--- src/rtl/abx_pkg.sv ---
// Package of constants and types for the add and bit-operation execution datapath
// Overview of operation
// - Add-immediate adds an 8-bit literal to the accumulator, writes the accumulator and updates carry, nibble carry and zero.
// - Add-register sums the accumulator and the addressed data register (0 to 127) and updates carry, nibble carry and zero.
// - For byte-wide register operations, destination 0 selects the accumulator and destination 1 the data register.
// - And-immediate ANDs the accumulator with an 8-bit literal into the accumulator and updates only zero.
// - And-register ANDs accumulator and data register, routes the result by destination and updates only zero.
// - Bit-clear forces the selected bit of the data register to zero, touching no other bit and no flag.
// - Bit-set forces the selected bit of the data register to one, touching no other bit and no flag.
// - Test-skip-if-zero runs the next instruction if the bit is one, else replaces it with a no-operation.
// - Test-skip-if-one runs the next instruction if the bit is zero, else replaces it with a no-operation; no flag changes.
// - A taken skip spends a second cycle as a no-operation; an untaken skip completes in one cycle.
package abx_pkg;

  localparam int          DATA_W       = 8;
  localparam int          ADDR_W       = 7;
  localparam int          BITSEL_W     = 3;
  localparam logic [7:0]  ACC_RESET    = 8'h00;
  localparam logic [2:0]  FLAGS_RESET  = 3'h0;

  typedef enum logic [3:0] {
    ABX_OP_NO_OPERATION,
    ABX_OP_ADD_IMMEDIATE_TO_ACC,
    ABX_OP_ADD_ACC_AND_REG,
    ABX_OP_AND_IMMEDIATE_WITH_ACC,
    ABX_OP_AND_ACC_WITH_REG,
    ABX_OP_REG_BIT_CLEAR,
    ABX_OP_REG_BIT_SET,
    ABX_OP_TEST_SKIP_IF_ZERO,
    ABX_OP_TEST_SKIP_IF_ONE
  } abx_op_e;

  // Decoded instruction as delivered by the decoder
  typedef struct packed {
    abx_op_e             op;
    logic                dest;
    logic [ADDR_W-1:0]   addr;
    logic [BITSEL_W-1:0] bit_sel;
    logic [DATA_W-1:0]   literal;
  } abx_instr_s;

  // Data register file write port
  typedef struct packed {
    logic                en;
    logic [ADDR_W-1:0]   addr;
    logic [DATA_W-1:0]   data;
  } abx_regwr_s;

  // Status flags
  typedef struct packed {
    logic carry;
    logic nibble_carry_flag;
    logic zero;
  } abx_flags_s;

endpackage

--- src/rtl/abx_exec.sv ---
// Execution datapath for add, and, bit set/clear and bit-test-skip instructions
`timescale 1ns/1ps
module abx_exec (
  input  wire logic                       sys_clk_in,
  input  wire logic                       rstn_in,
  input  wire logic                       instr_valid_in,
  input  wire abx_pkg::abx_instr_s        instr_in,
  input  wire logic [abx_pkg::DATA_W-1:0] reg_rdata_in,
  output logic [abx_pkg::ADDR_W-1:0]      reg_raddr_out,
  output abx_pkg::abx_regwr_s             reg_wr_out,
  output logic [abx_pkg::DATA_W-1:0]      acc_out,
  output abx_pkg::abx_flags_s             flags_out,
  output logic                            instr_ready_out,
  output logic                            skip_cycle_out
);

  ////////////////////////////////////////////////////////////////////////////
  // Arithmetic helpers

  // Sum with carry out of bit 7 and bit 3
  function automatic logic [9:0] add8(input logic [7:0] a, input logic [7:0] b);
    logic [8:0] full;
    logic [4:0] low;
    full = {1'b0, a} + {1'b0, b};
    low  = {1'b0, a[3:0]} + {1'b0, b[3:0]};
    add8 = {full[8], low[4], full[7:0]};
  endfunction

  function automatic logic [7:0] bit_mask(input logic [2:0] sel);
    bit_mask = 8'h01 << sel;
  endfunction

  // Shared by bit-clear and bit-set so both touch exactly one bit
  function automatic logic [7:0] apply_bit(input logic [7:0] value, input logic [2:0] sel, input logic level);
    apply_bit = level ? (value | bit_mask(sel)) : (value & ~bit_mask(sel));
  endfunction

  // Immediate forms take their second operand from the instruction word
  function automatic logic uses_literal(input abx_pkg::abx_op_e op);
    uses_literal = (op == abx_pkg::ABX_OP_ADD_IMMEDIATE_TO_ACC) ||
                   (op == abx_pkg::ABX_OP_AND_IMMEDIATE_WITH_ACC);
  endfunction

  function automatic logic is_zero(input logic [7:0] value);
    is_zero = (value == 8'h00);
  endfunction

  ////////////////////////////////////////////////////////////////////////////
  // Combinational execution

  logic                        busy_skip;
  logic                        exec;
  logic [abx_pkg::DATA_W-1:0]  next_result;
  logic [9:0]                  sum_w;
  logic                        tested_bit;
  logic                        write_acc;
  logic                        write_reg;
  logic                        upd_arith;
  logic                        upd_zero;
  logic                        skip_take;
  logic [abx_pkg::DATA_W-1:0]  operand_b;
  abx_pkg::abx_flags_s         next_flags;

  typedef enum logic {
    ABX_ST_RUN,
    ABX_ST_DISCARD
  } abx_state_e;

  abx_state_e                  state;
  abx_state_e                  next_state;

  // Taken skip occupies this cycle; the next instruction is discarded
  assign busy_skip       = (state == ABX_ST_DISCARD);
  assign instr_ready_out = !busy_skip;
  assign skip_cycle_out  = busy_skip;
  assign exec            = instr_valid_in && !busy_skip;
  assign reg_raddr_out   = instr_in.addr;
  assign tested_bit      = reg_rdata_in[instr_in.bit_sel];
  assign operand_b       = uses_literal(instr_in.op) ? instr_in.literal : reg_rdata_in;

  ////////////////////////////////////////////////////////////////////////////
  // Control decode: destination and flag groups per instruction

  always_comb begin
    write_acc = 1'b0;
    write_reg = 1'b0;
    upd_arith = 1'b0;
    upd_zero  = 1'b0;
    skip_take = 1'b0;
    case (instr_in.op)
      abx_pkg::ABX_OP_ADD_IMMEDIATE_TO_ACC: begin
        write_acc = 1'b1;
        upd_arith = 1'b1;
      end
      abx_pkg::ABX_OP_ADD_ACC_AND_REG: begin
        write_acc = !instr_in.dest;
        write_reg = instr_in.dest;
        upd_arith = 1'b1;
      end
      abx_pkg::ABX_OP_AND_IMMEDIATE_WITH_ACC: begin
        write_acc = 1'b1;
        upd_zero  = 1'b1;
      end
      abx_pkg::ABX_OP_AND_ACC_WITH_REG: begin
        write_acc = !instr_in.dest;
        write_reg = instr_in.dest;
        upd_zero  = 1'b1;
      end
      abx_pkg::ABX_OP_REG_BIT_CLEAR: begin
        write_reg = 1'b1;
      end
      abx_pkg::ABX_OP_REG_BIT_SET: begin
        write_reg = 1'b1;
      end
      abx_pkg::ABX_OP_TEST_SKIP_IF_ZERO: begin
        skip_take = !tested_bit;
      end
      abx_pkg::ABX_OP_TEST_SKIP_IF_ONE: begin
        skip_take = tested_bit;
      end
      // Unused codes behave as a no-operation
      default: begin
        skip_take = 1'b0;
      end
    endcase
  end

  ////////////////////////////////////////////////////////////////////////////
  // Result datapath

  always_comb begin
    next_result = reg_rdata_in;
    sum_w       = 10'h000;
    case (instr_in.op)
      abx_pkg::ABX_OP_ADD_IMMEDIATE_TO_ACC: begin
        sum_w       = add8(acc_out, operand_b);
        next_result = sum_w[7:0];
      end
      abx_pkg::ABX_OP_ADD_ACC_AND_REG: begin
        sum_w       = add8(acc_out, operand_b);
        next_result = sum_w[7:0];
      end
      abx_pkg::ABX_OP_AND_IMMEDIATE_WITH_ACC: begin
        next_result = acc_out & operand_b;
      end
      abx_pkg::ABX_OP_AND_ACC_WITH_REG: begin
        next_result = acc_out & operand_b;
      end
      abx_pkg::ABX_OP_REG_BIT_CLEAR: begin
        next_result = apply_bit(reg_rdata_in, instr_in.bit_sel, 1'b0);
      end
      abx_pkg::ABX_OP_REG_BIT_SET: begin
        next_result = apply_bit(reg_rdata_in, instr_in.bit_sel, 1'b1);
      end
      default: begin
        next_result = reg_rdata_in;
      end
    endcase
  end

  // Flags outside the instruction's group keep their value
  always_comb begin
    next_flags = flags_out;
    if (upd_arith) begin
      next_flags.carry             = sum_w[9];
      next_flags.nibble_carry_flag = sum_w[8];
    end
    if (upd_arith || upd_zero) begin
      next_flags.zero = is_zero(next_result);
    end
  end

  ////////////////////////////////////////////////////////////////////////////
  // Accumulator

  always_ff @(posedge sys_clk_in) begin
    if (!rstn_in) begin
      acc_out <= abx_pkg::ACC_RESET;
    end else if (exec && write_acc) begin
      acc_out <= next_result;
    end
  end

  ////////////////////////////////////////////////////////////////////////////
  // Register file write port, registered so the write lands one cycle after the instruction

  always_ff @(posedge sys_clk_in) begin
    if (!rstn_in) begin
      reg_wr_out <= '0;
    end else begin
      reg_wr_out.en   <= exec && write_reg;
      reg_wr_out.addr <= instr_in.addr;
      reg_wr_out.data <= next_result;
    end
  end

  ////////////////////////////////////////////////////////////////////////////
  // Status flags; bit and test operations leave them untouched

  always_ff @(posedge sys_clk_in) begin
    if (!rstn_in) begin
      flags_out <= abx_pkg::FLAGS_RESET;
    end else if (exec) begin
      flags_out <= next_flags;
    end
  end

  ////////////////////////////////////////////////////////////////////////////
  // Skip state: one no-operation cycle after a taken test

  always_comb begin
    next_state = state;
    case (state)
      ABX_ST_RUN: begin
        if (exec && skip_take) begin
          next_state = ABX_ST_DISCARD;
        end
      end
      // Exactly one discarded cycle, then back to normal issue
      ABX_ST_DISCARD: begin
        next_state = ABX_ST_RUN;
      end
      default: begin
        next_state = ABX_ST_RUN;
      end
    endcase
  end

  always_ff @(posedge sys_clk_in) begin
    if (!rstn_in) begin
      state <= ABX_ST_RUN;
    end else begin
      state <= next_state;
    end
  end

endmodule

--- config.mk ---
export PLATFORM = sky130hd
export DESIGN_NAME = abx_exec
export DESIGN_NICKNAME = d
export VERILOG_FILES = /design/src/rtl/abx_pkg.sv /design/src/rtl/abx_exec.sv
export SDC_FILE = /design/constraint.sdc
export NUM_CORES = 1
export LEC_CHECK = 0
export ABC_CLOCK_PERIOD_IN_PS = 4800
export BUFFER_PORTS_ARGS = -buffer_cell sky130_fd_sc_hd__buf_2
export CAP_MARGIN = 25
export CORE_ASPECT_RATIO = 1.2
export CORE_MARGIN = 2
export CORE_UTILIZATION = 35
export DETAILED_ROUTE_END_ITERATION = 10
export HOLD_SLACK_MARGIN = 0.02
export PLACE_DENSITY_LB_ADDON = 0.3
export SYNTH_ARGS = -nofsm -noshare
export SYNTH_HDL_FRONTEND = slang
export SYNTH_SLANG_ARGS = --single-unit
export TNS_END_PERCENT = 30
--- constraint.sdc ---
create_clock -name sys_clk_in -period 4.8 [get_ports sys_clk_in]
set_input_delay 0.72 -clock sys_clk_in [delete_from_list [all_inputs] [get_ports sys_clk_in]]
set_output_delay 0.72 -clock sys_clk_in [all_outputs]
set_load 0.1 [all_outputs]
==> results of run 1 <==
-- state kept, by name, indices dropped and copies added, names as in the netlist --
name,cells
skip_cycle_out,1
flags_out,3
acc_out,8
reg_wr_out,16
-- metrics by stage --
stage,utilization [%],area [µm²],power (mW)
4_1_cts,43.2,2450,0.692
3_5_place_dp,42.3,2390,0.549
3_3_place_gp,42.3,2390,0.549
2_1_floorplan,-,2070,0.494
5_1_grt,43.2,2450,0.726
6_report,43.2,2450,0.687
-- worst max path at each step --
| stage | from | to | slack (ns) | depth (start not counted) |
|---|---|---|---|---|
| 6_report | instr_in[21] | flags_out[0] | 1.20 | 11 |
| 5_1_grt | instr_in[21] | flags_out[0] | 1.00 | 11 |
| 4_1_cts | instr_in[21] | flags_out[0] | 1.19 | 11 |
| 3_5_place_dp | instr_in[21] | flags_out[0] | 0.91 | 11 |
| 3_3_place_gp | instr_in[21] | flags_out[0] | 1.0 | 11 |
| 2_1_floorplan | instr_in[22] | flags_out[0] | 1.35 | 13 |
-- final cells by class --
cell class,instances,area [µm²],share of cell area [%]
timing repair buffer,69,345,14.1
inverter,5,18.8,0.766
tap,80,100,4.09
multi-input combinational,186,1370,55.9
sequential,28,561,22.9
clock buffer,4,55.1,2.25
-- routing by layer --
metal / vias up / global-route usage (%) / part of all wire [%]
li1: 993 / - / -
met1: 931 / 22.1 / 43
met2: 66 / 30.8 / 48
met3: 14 / 3.19 / 4.9
met4: 0 / 6.98 / 3.3
met5: - / 0 / 0
-- tightest hold or removal path, cell delays in order, from the launching register on --
cell,delay [ns]
dfxtp_1,0.32
a21oi_1,0.11
nor3_1,0.05
-- power breakdown --
group          switching (mW)  internal, mW  leakage [nW]
logic                   0.218        0.0745         0.799
clock network          0.0686        0.0733        0.0288
registers             0.00635         0.246         0.231
total                   0.293         0.394          1.06
-- cell usage after synthesis (all sizes together), types with 2 or more instances --
cell type | number | area, µm²
dfxtp | 28 | 561
nand2b | 3 | 18.8
nand2 | 13 | 48.8
mux2i | 8 | 80.1
a31oi | 5 | 31.3
buf | 17 | 106
nor2b | 7 | 43.8
nor4b | 2 | 17.5
nor2 | 26 | 105
a22oi | 5 | 37.5
inv | 5 | 18.8
a2111oi | 3 | 45.0
nand3b | 4 | 30.0
mux2 | 7 | 78.8
a211oi | 10 | 80.1
o21ai | 5 | 25.0
clkbuf | 4 | 15.0
and2 | 11 | 68.8
nand3 | 6 | 30.0
xor2 | 4 | 35.0
mux4 | 2 | 45.0
nor3 | 7 | 35.0
a21oi | 11 | 55.1
ha | 10 | 125
xnor2 | 4 | 35.0
nor3b | 3 | 22.5
o22ai | 2 | 12.5
a221oi | 6 | 58.8
-- kinds of logic (layout without fill, tap and decap cells) --
family | count (synthesis) | in the layout | synth area share, %
buf+inv | 26 | 78 | 6.77
flops | 28 | 28 | 27.1
compound gates | 61 | 61 | 22.9
mux | 17 | 17 | 9.85
xor+xnor | 8 | 8 | 3.38
simple gates | 89 | 89 | 23.0
fa+ha+maj | 11 | 11 | 7.01
==> qor.csv, run 1 <==
stage;metric;value;unit
timing;worst hold slack;0.518;ns
placed_design;pre-CTS setup slack;0.912;ns
placed_design;IO Port Bufs;69;
layout;commonest non-fill, non-tap cell in the layout;buf_2;
floorplanning;Core ar.;5670;µm²
layout;Finished Layout Cells;372;
layout;Area Growth Syn to Fin;18.3;%
synthesis;Synth Register Bits;28;
layout;Final #Nets;338;
setup_path;Max FO, Critical Path;25;
setup_path;Worst Setup Start Kind;input port;
synthesis;Post-synth EDFFs;0;
placed_design;RePlAce Congestion;0.937;
setup_path;Critical Path RT;4.98;ns
clocking;clock sinks;28;
clocking;CTS resizes;0;
power;maximum vdd drop;0.141;mV
floorplanning;Row Count;30;
drt;Iteration-0 DRC Markers;156;
timing;final setup fails;0;
floorplanning;Die W;74.2;µm
timing;fmax;278;MHz
global_routing;first-pass GRT wire length;9.09;mm
timing;RSZ-0062 raised after global routing;false;
drt;via count;2004;
clocking;cts hold-fix bufs;0;
floorplanning;Initial Util;36.5;%
power;power per cell area;280;nW/µm²
global_routing;largest net degree at the start of global routing;26;
placed_design;placed insts;368;
synthesis;Yosys warnings;0;
setup_path;Crit path max-delay family;simple AND/OR/NAND/NOR gates;
clocking;total setup buffers inserted after CTS;0;
setup_path;flop2flop setup slack;2.41;ns
placed_design;dpl hpwl;4.60;mm
synthesis;post-synthesis average cell area;8.63;µm²
layout;most frequent cells in the layout;69 x buf_2, 28 x dfxtp_1, 25 x nor2_1;
setup_path;Worst setup EP type;flip-flop;
global_routing;total gr overflow;0;
run;total of max-cap violations;0;
clocking;CTS max path bufs;2;
synthesis;number of distinct standard cells referenced by the synthesized netlist;56;
clocking;root buffer cell;clkbuf_8;
floorplanning;Die Height;88.3;µm
timing;worst rel slew slack;37.7;%
synthesis;Mapped Cells;240;
setup_path;CP peak stage delay;0.54;ns
global_routing;Tot GR Track Use;17.9;%
layout;final-layout fill cell count;592;
setup_path;reg2reg start;acc_out[0];
clocking;CTS tree;yes;
min_path;Hold Startpoint;flags_out[1];
setup_path;R2R cell count;7;
drt;Via density;5.39;
drt;drt first pass iters;4;
timing;Setup WS post-layout;1.20;ns
global_routing;initial antenna violation count;0;
min_path;WHS Endpoint;flags_out[1];
clocking;Worst-path clk slew;0.09;ns
drt;antenna violation net count after detailed routing;0;
clocking;Clk Latency, worst-skew pair;0.27;ns
timing;Final Max Tran Viols;0;
setup_path;CP max-delay cell;a2111oi_2;
setup_path;crit path kind;input port to flip-flop;
drt;routed len/inst;15.7;µm
floorplanning;DIE AREA;6550;µm²
timing;Final Hold Vio Count;0;
timing;Min Clock Period, post-route;3.60;ns
drt;DRC;0;
min_path;Hold/Removal Path Class;flip-flop to flip-flop;
setup_path;CP bufs+invs;1;
synthesis;Mapped Area;2070;µm²
timing;worst slew pin tran;0.927;ns
layout;Antenna diodes;0;
timing;Setup TNS;0;ns
synthesis;Seq/Total Area, Yosys;27.1;%
layout;layout cells sized above 1;31.8;%
power;LEAKAGE;1.06;nW
setup_path;worst-path cell chain;buf_2, nor2_1, and2_1, mux2_2, ha_1, fa_1, nand3b_1, a22oi_1, a2111oi_2, nand4_1, o41ai_2;
synthesis;Post-Synthesis Net Count;285;
clocking;cts bufs inserted;3;
global_routing;vias in the first global route;1865;
timing;fin crit share;75.0;%
drt;final WL;5.83;mm
floorplanning;I/O pin count;70;
synthesis;async set or reset register ratio after synthesis;0;%
min_path;hold depth;2;
synthesis;top_reg_cell synth;dfxtp_1;
setup_path;Worst EP arrival;3.78;ns
status;status;finished, final reports clean;
timing;Setup Skew;0.00417;ns
clocking;H-Tree Depth;1;
setup_path;worst r2r dst;flags_out[0];
Power figures use the tool's default switching activity.
==> run 2: changes to the inputs <==
--- a/config.mk
+++ b/config.mk
@@ -5,7 +5,7 @@
 export SDC_FILE = /design/constraint.sdc
 export NUM_CORES = 1
 export LEC_CHECK = 0
-export ABC_CLOCK_PERIOD_IN_PS = 4800
+export ABC_CLOCK_PERIOD_IN_PS = 3700
 export BUFFER_PORTS_ARGS = -buffer_cell sky130_fd_sc_hd__buf_2
 export CAP_MARGIN = 25
 export CORE_ASPECT_RATIO = 1.2
==> constraint.sdc (replaced) <==
create_clock -name sys_clk_in -period 3.7 [get_ports sys_clk_in]
set_input_delay 0.555 -clock sys_clk_in [delete_from_list [all_inputs] [get_ports sys_clk_in]]
set_output_delay 0.555 -clock sys_clk_in [all_outputs]
set_load 0.1 [all_outputs]
==> qor.csv, run 2 (synthesized netlist as in run 1, its figures left out) <==
stage;metric;value;unit
status;status;finished, final reports clean;
timing;Final Max Tran Viols;0;
setup_path;reg2reg start;acc_out[0];
power;Logic pwr share;43.0;%
setup_path;Max FO, Critical Path;9;
floorplanning;Row Count;30;
clocking;cts bufs inserted;3;
timing;Min Clock Period, post-route;3.22;ns
power;Internal;515;µW
timing;worst slew pin tran;0.828;ns
drt;drt first pass iters;4;
timing;Setup Skew;0.00190;ns
global_routing;Tot GR Track Use;18.9;%
setup_path;CP peak stage delay;0.43;ns
setup_path;Critical Path RT;3.88;ns
layout;most frequent cells in the layout;69 x buf_2, 28 x dfxtp_1, 25 x nor2_1;
global_routing;vias in the first global route;1959;
clocking;cts hold-fix bufs;0;
placed_design;RePlAce Congestion;0.920;
global_routing;initial antenna violation count;0;
clocking;root buffer cell;clkbuf_8;
placed_design;IO Port Bufs;69;
setup_path;Worst Setup Start Kind;input port;
power;clock share of power;20.5;%
clocking;CTS resizes;0;
timing;worst hold slack;0.495;ns
timing;Final Hold Vio Count;0;
clocking;CTS max path bufs;2;
placed_design;placed insts;373;
setup_path;R2R cell count;7;
timing;final setup fails;0;
drt;final WL;5.93;mm
global_routing;first-pass GRT wire length;9.58;mm
setup_path;CP max-delay cell;and2_1;
run;total of max-cap violations;0;
floorplanning;Die Height;88.3;µm
setup_path;worst-path cell chain;buf_2, nor2_1, and2_1, mux2_2, ha_1, fa_1, xnor2_1, o22ai_1, a211oi_1, nand4_1, o41ai_2;
clocking;CTS tree;yes;
drt;routed len/inst;15.7;µm
floorplanning;Core ar.;5670;µm²
setup_path;Worst EP arrival;3.40;ns
clocking;H-Tree Depth;1;
power;maximum vdd drop;0.228;mV
setup_path;Worst setup EP type;flip-flop;
timing;fin crit share;86.9;%
setup_path;crit path kind;input port to flip-flop;
clocking;total setup buffers inserted after CTS;0;
timing;Setup TNS;0;ns
setup_path;Critical Path Start;instr_in[21];
timing;RSZ-0062 raised after global routing;false;
timing;fmax;311;MHz
power;Seq pwr share;36.5;%
setup_path;Worst Setup EP;flags_out[0];
power;power per cell area;361;nW/µm²
global_routing;total gr overflow;0;
setup_path;worst r2r dst;flags_out[0];
timing;worst rel slew slack;44.4;%
global_routing;largest net degree at the start of global routing;25;
layout;Largest register FFs;16;
drt;Iteration-0 DRC Markers;131;
layout;Finished Layout Cells;377;
placed_design;dpl hpwl;4.64;mm
clocking;Clk Latency, worst-skew pair;0.27;ns
drt;Via density;5.46;
layout;Final #Nets;343;
setup_path;flop2flop setup slack;1.42;ns
layout;layout cells sized above 1;33.0;%
power;Net Sw Frac;42.6;%
layout;Antenna diodes;0;
floorplanning;Die W;74.2;µm
layout;Area Growth Syn to Fin;20.1;%
clocking;Worst-path clk slew;0.09;ns
drt;DRC;0;
power;LEAKAGE;1.08;nW
layout;commonest non-fill, non-tap cell in the layout;buf_2;
layout;Largest regs;reg_wr_out (16), acc_out (8), flags_out (3);
layout;Biggest register;reg_wr_out;
drt;antenna violation net count after detailed routing;0;
clocking;clock sinks;28;
power;net switching power;382;µW
drt;via count;2058;
floorplanning;I/O pin count;70;
floorplanning;DIE AREA;6550;µm²
floorplanning;Initial Util;36.5;%
min_path;Hold/Removal Path Class;input port to flip-flop;
## run 2: cell count changes in the layout (fill, tap and decap cells not counted)
| cell | change |
|---|---|
| buf_4 | +5 |
## run 2: worst min path at each step
stage	cells after the start	from	end	slack [ns]
floorplan	1	instr_in[13]	reg_wr_out[10]	0.68
global placement	2	flags_out[1]	flags_out[1]	0.51
global route	2	instr_in[15]	reg_wr_out[12]	0.49
detailed placement	2	flags_out[1]	flags_out[1]	0.51
CTS	2	instr_in[16]	reg_wr_out[13]	0.49
finish	2	instr_in[15]	reg_wr_out[12]	0.50
## run 2: routing by layer
metal | vias to the layer above | wire length [µm] | global-route usage [%]
met4 | 0 | 236 | 8.44
li1 | 994 | - | -
met3 | 22 | 433 | 4.33
met5 | - | 0 | 0
met2 | 89 | 2760 | 31.8
met1 | 953 | 2500 | 22.9
## run 2: worst max-delay path, delay by kind of cell
| kind | cells | cell delay [ns] |
|---|---|---|
| AOI/OAI and AO/OA | 3 | 0.73 |
| xor gates and xnor gates | 1 | 0.19 |
| adders and majority gates | 2 | 0.65 |
| buffers and inverters | 1 | 0.10 |
| muxes | 1 | 0.39 |
| and+or+nand+nor | 3 | 0.79 |
## run 2: power by group through the flow
stage                     Combinational [mW]  Clock [mW]  Sequential, mW
after floorplan                        0.178           0           0.463
after global placement                 0.383           0           0.334
after detailed placement               0.384           0           0.334
after CTS                              0.385       0.191           0.327
after global routing                   0.411       0.207           0.330
final                                  0.386       0.184           0.327
## run 2: final cells by class
type / instances / area [µm²]
sequential: 28 / 561
fill: 589 / 3180
timing repair buffer: 74 / 383
inverter: 5 / 18.8
tap: 80 / 100
multi-input combinational: 186 / 1370
clock buffer: 4 / 55.1
## run 2: metrics by stage
stage	instance area, µm²	worst slack, ns	power [mW]	utilization (%)
6_report	2490	0.483	0.897	43.9
5_1_grt	2490	0.255	0.948	43.9
4_1_cts	2490	0.484	0.904	43.9
3_5_place_dp	2430	0.209	0.718	42.9
3_3_place_gp	2430	0.266	0.717	42.9
2_1_floorplan	2070	0.412	0.641	-
==> run 3: changes to the inputs <==
--- a/config.mk
+++ b/config.mk
@@ -12,6 +12,7 @@
 export CORE_MARGIN = 2
 export CORE_UTILIZATION = 35
 export DETAILED_ROUTE_END_ITERATION = 10
+export GPL_TIMING_DRIVEN = 0
 export HOLD_SLACK_MARGIN = 0.02
 export PLACE_DENSITY_LB_ADDON = 0.3
 export SYNTH_ARGS = -nofsm -noshare
==> constraint.sdc (replaced) <==
create_clock -name sys_clk_in -period 3.7 [get_ports sys_clk_in]
set_input_delay 0.925 -clock sys_clk_in [delete_from_list [all_inputs] [get_ports sys_clk_in]]
set_output_delay 0.925 -clock sys_clk_in [all_outputs]
set_load 0.1 [all_outputs]
==> qor.csv, run 3 (synthesized netlist as in run 1, its figures left out) <==
stage;metric;value;unit
timing;Setup Skew;0.00444;ns
layout;Area Growth Syn to Fin;26.1;%
layout;commonest non-fill, non-tap cell in the layout;buf_2;
global_routing;initial antenna violation count;0;
floorplanning;Row Count;30;
setup_path;CP peak stage delay;0.47;ns
timing;Final Hold Vio Count;0;
layout;layout cells sized above 1;35.0;%
clocking;H-Tree Depth;1;
setup_path;Worst EP arrival;3.73;ns
placed_design;RePlAce Congestion;0.853;
layout;Multi-input gate area;1400;µm²
global_routing;first-pass GRT wire length;9.30;mm
timing;Min Clock Period, post-route;3.54;ns
setup_path;reg2reg start;acc_out[0];
clocking;CTS tree;yes;
min_path;hold depth;2;
setup_path;worst-path cell chain;buf_2, nor2_1, and2_4, mux2_2, ha_1, fa_1, xnor2_1, o22ai_1, a211oi_1, nand4_1, o41ai_2;
global_routing;total gr overflow;0;
drt;routed len/inst;14.9;µm
clocking;Worst-path clk slew;0.10;ns
floorplanning;Core ar.;5670;µm²
drt;Iteration-0 DRC Markers;189;
layout;register area;561;µm²
timing;worst hold slack;0.525;ns
layout;most frequent cells in the layout;73 x buf_2, 28 x dfxtp_1, 25 x nor2_1;
setup_path;worst r2r dst;flags_out[0];
clocking;root buffer cell;clkbuf_8;
timing;final setup fails;0;
layout;Largest register FFs;16;
placed_design;pre-CTS setup slack;-0.583;ns
timing;worst rel slew slack;38.0;%
timing;Setup WS post-layout;0.155;ns
timing;Final Max Tran Viols;0;
clocking;clock sinks;28;
global_routing;vias in the first global route;1910;
drt;drt first pass iters;4;
power;power per cell area;370;nW/µm²
timing;fmax;282;MHz
placed_design;dpl cell area;2500;µm²
setup_path;CP max-delay cell;a211oi_1;
drt;Via density;5.36;
setup_path;R2R cell count;7;
setup_path;flop2flop setup slack;1.33;ns
power;maximum vdd drop;0.170;mV
floorplanning;Die W;74.2;µm
placed_design;IO Port Bufs;66;
timing;RSZ-0062 raised after global routing;false;
timing;fin crit share;95.8;%
setup_path;Worst Setup Start Kind;input port;
layout;Final #Nets;357;
setup_path;Worst setup EP type;flip-flop;
setup_path;Critical Path Start;instr_in[21];
floorplanning;I/O pin count;70;
run;total of max-cap violations;0;
layout;post-route design area;2610;µm²
layout;Largest regs;reg_wr_out (16), acc_out (8), flags_out (3);
setup_path;Critical Path RT;3.88;ns
placed_design;dpl hpwl;4.59;mm
layout;Antenna diodes;0;
layout;final-layout fill cell count;580;
min_path;Hold Startpoint;flags_out[1];
clocking;CTS max path bufs;2;
status;status;finished, final reports clean;
global_routing;Tot GR Track Use;18.1;%
clocking;cts bufs inserted;3;
clocking;Clk Latency, worst-skew pair;0.28;ns
floorplanning;Die Height;88.3;µm
drt;antenna violation net count after detailed routing;0;
setup_path;Max FO, Critical Path;9;
power;LEAKAGE;1.15;nW
drt;DRC;0;
min_path;Hold/Removal Path Class;flip-flop to flip-flop;
layout;Finished Layout Cells;391;
floorplanning;Initial Util;36.5;%
setup_path;crit path kind;input port to flip-flop;
min_path;WHS Endpoint;flags_out[1];
drt;via count;2095;
drt;final WL;5.83;mm
layout;Biggest register;reg_wr_out;
timing;worst slew pin tran;0.923;ns
placed_design;placed insts;386;
global_routing;largest net degree at the start of global routing;17;
floorplanning;DIE AREA;6550;µm²
==> run 3: cell types whose count changed in the layout (fill, tap and decap cells not counted), sizes merged <==
cell	previous run	this run
buf	74	85
clkbuf	4	6
bufinv	0	1
==> run 3: critical path: cells and delay by family <==
family / cells / cell delay (ns)
AOI/OAI and AO/OA: 3 / 0.80
xor gates and xnor gates: 1 / 0.17
adders and majority gates: 2 / 0.67
buffers and inverters: 1 / 0.15
muxes: 1 / 0.35
and+or+nand+nor: 3 / 0.66
==> run 3: worst max path at each step <==
stage	endpoint	depth (start not counted)	slack (ns)
after CTS	flags_out[0]	11	0.01
final	flags_out[0]	11	0.16
after global placement	flags_out[0]	12	-0.56
after global routing	flags_out[0]	12	0.02
after floorplan	flags_out[0]	13	0.04
after detailed placement	flags_out[0]	12	-0.58
==> run 3: where the power goes <==
group	switching [mW]	internal, mW	total, mW
Combinational	0.288	0.110	0.398
Sequential	0.00833	0.319	0.327
Clock	0.0952	0.145	0.240
==> run 3: final cells by class <==
class / count / share of cell area [%]
Inverter: 5 / 0.719
Buffer: 20 / 4.50
Sequential cell: 28 / 21.5
Tap cell: 80 / 3.83
Timing Repair Buffer: 68 / 13.2
Clock buffer: 3 / 1.58
Multi-Input combinational cell: 186 / 53.5
Clock inverter: 1 / 1.15
==> run 3: stage by stage <==
| stage | TNS (ns) | util, % | power [mW] |
|---|---|---|---|
| final | 0 | 46.1 | 0.966 |
| after global routing | 0 | 46.1 | 1.01 |
| after CTS | 0 | 45.3 | 0.964 |
| after detailed placement | -3.98 | 44.1 | 0.723 |
| after global placement | -3.45 | 44.1 | 0.721 |
| after floorplan | 0 | - | 0.641 |
==> run 3: routing by layer <==
metal,up-vias,wire [µm],track usage (%)
li1,1030,-,-
met4,0,189,6.66
met1,951,2420,23.6
met3,15,481,2.39
met2,99,2740,30.6
met5,-,0,0
==> run 3: timing repair <==
action	in CTS	in global routing
gates resized for setup	1	3
pin swaps	0	1
endpoints found under the setup margin	4	1
hold buffers	0	0
cloned	0	0
setup buffers	0	2
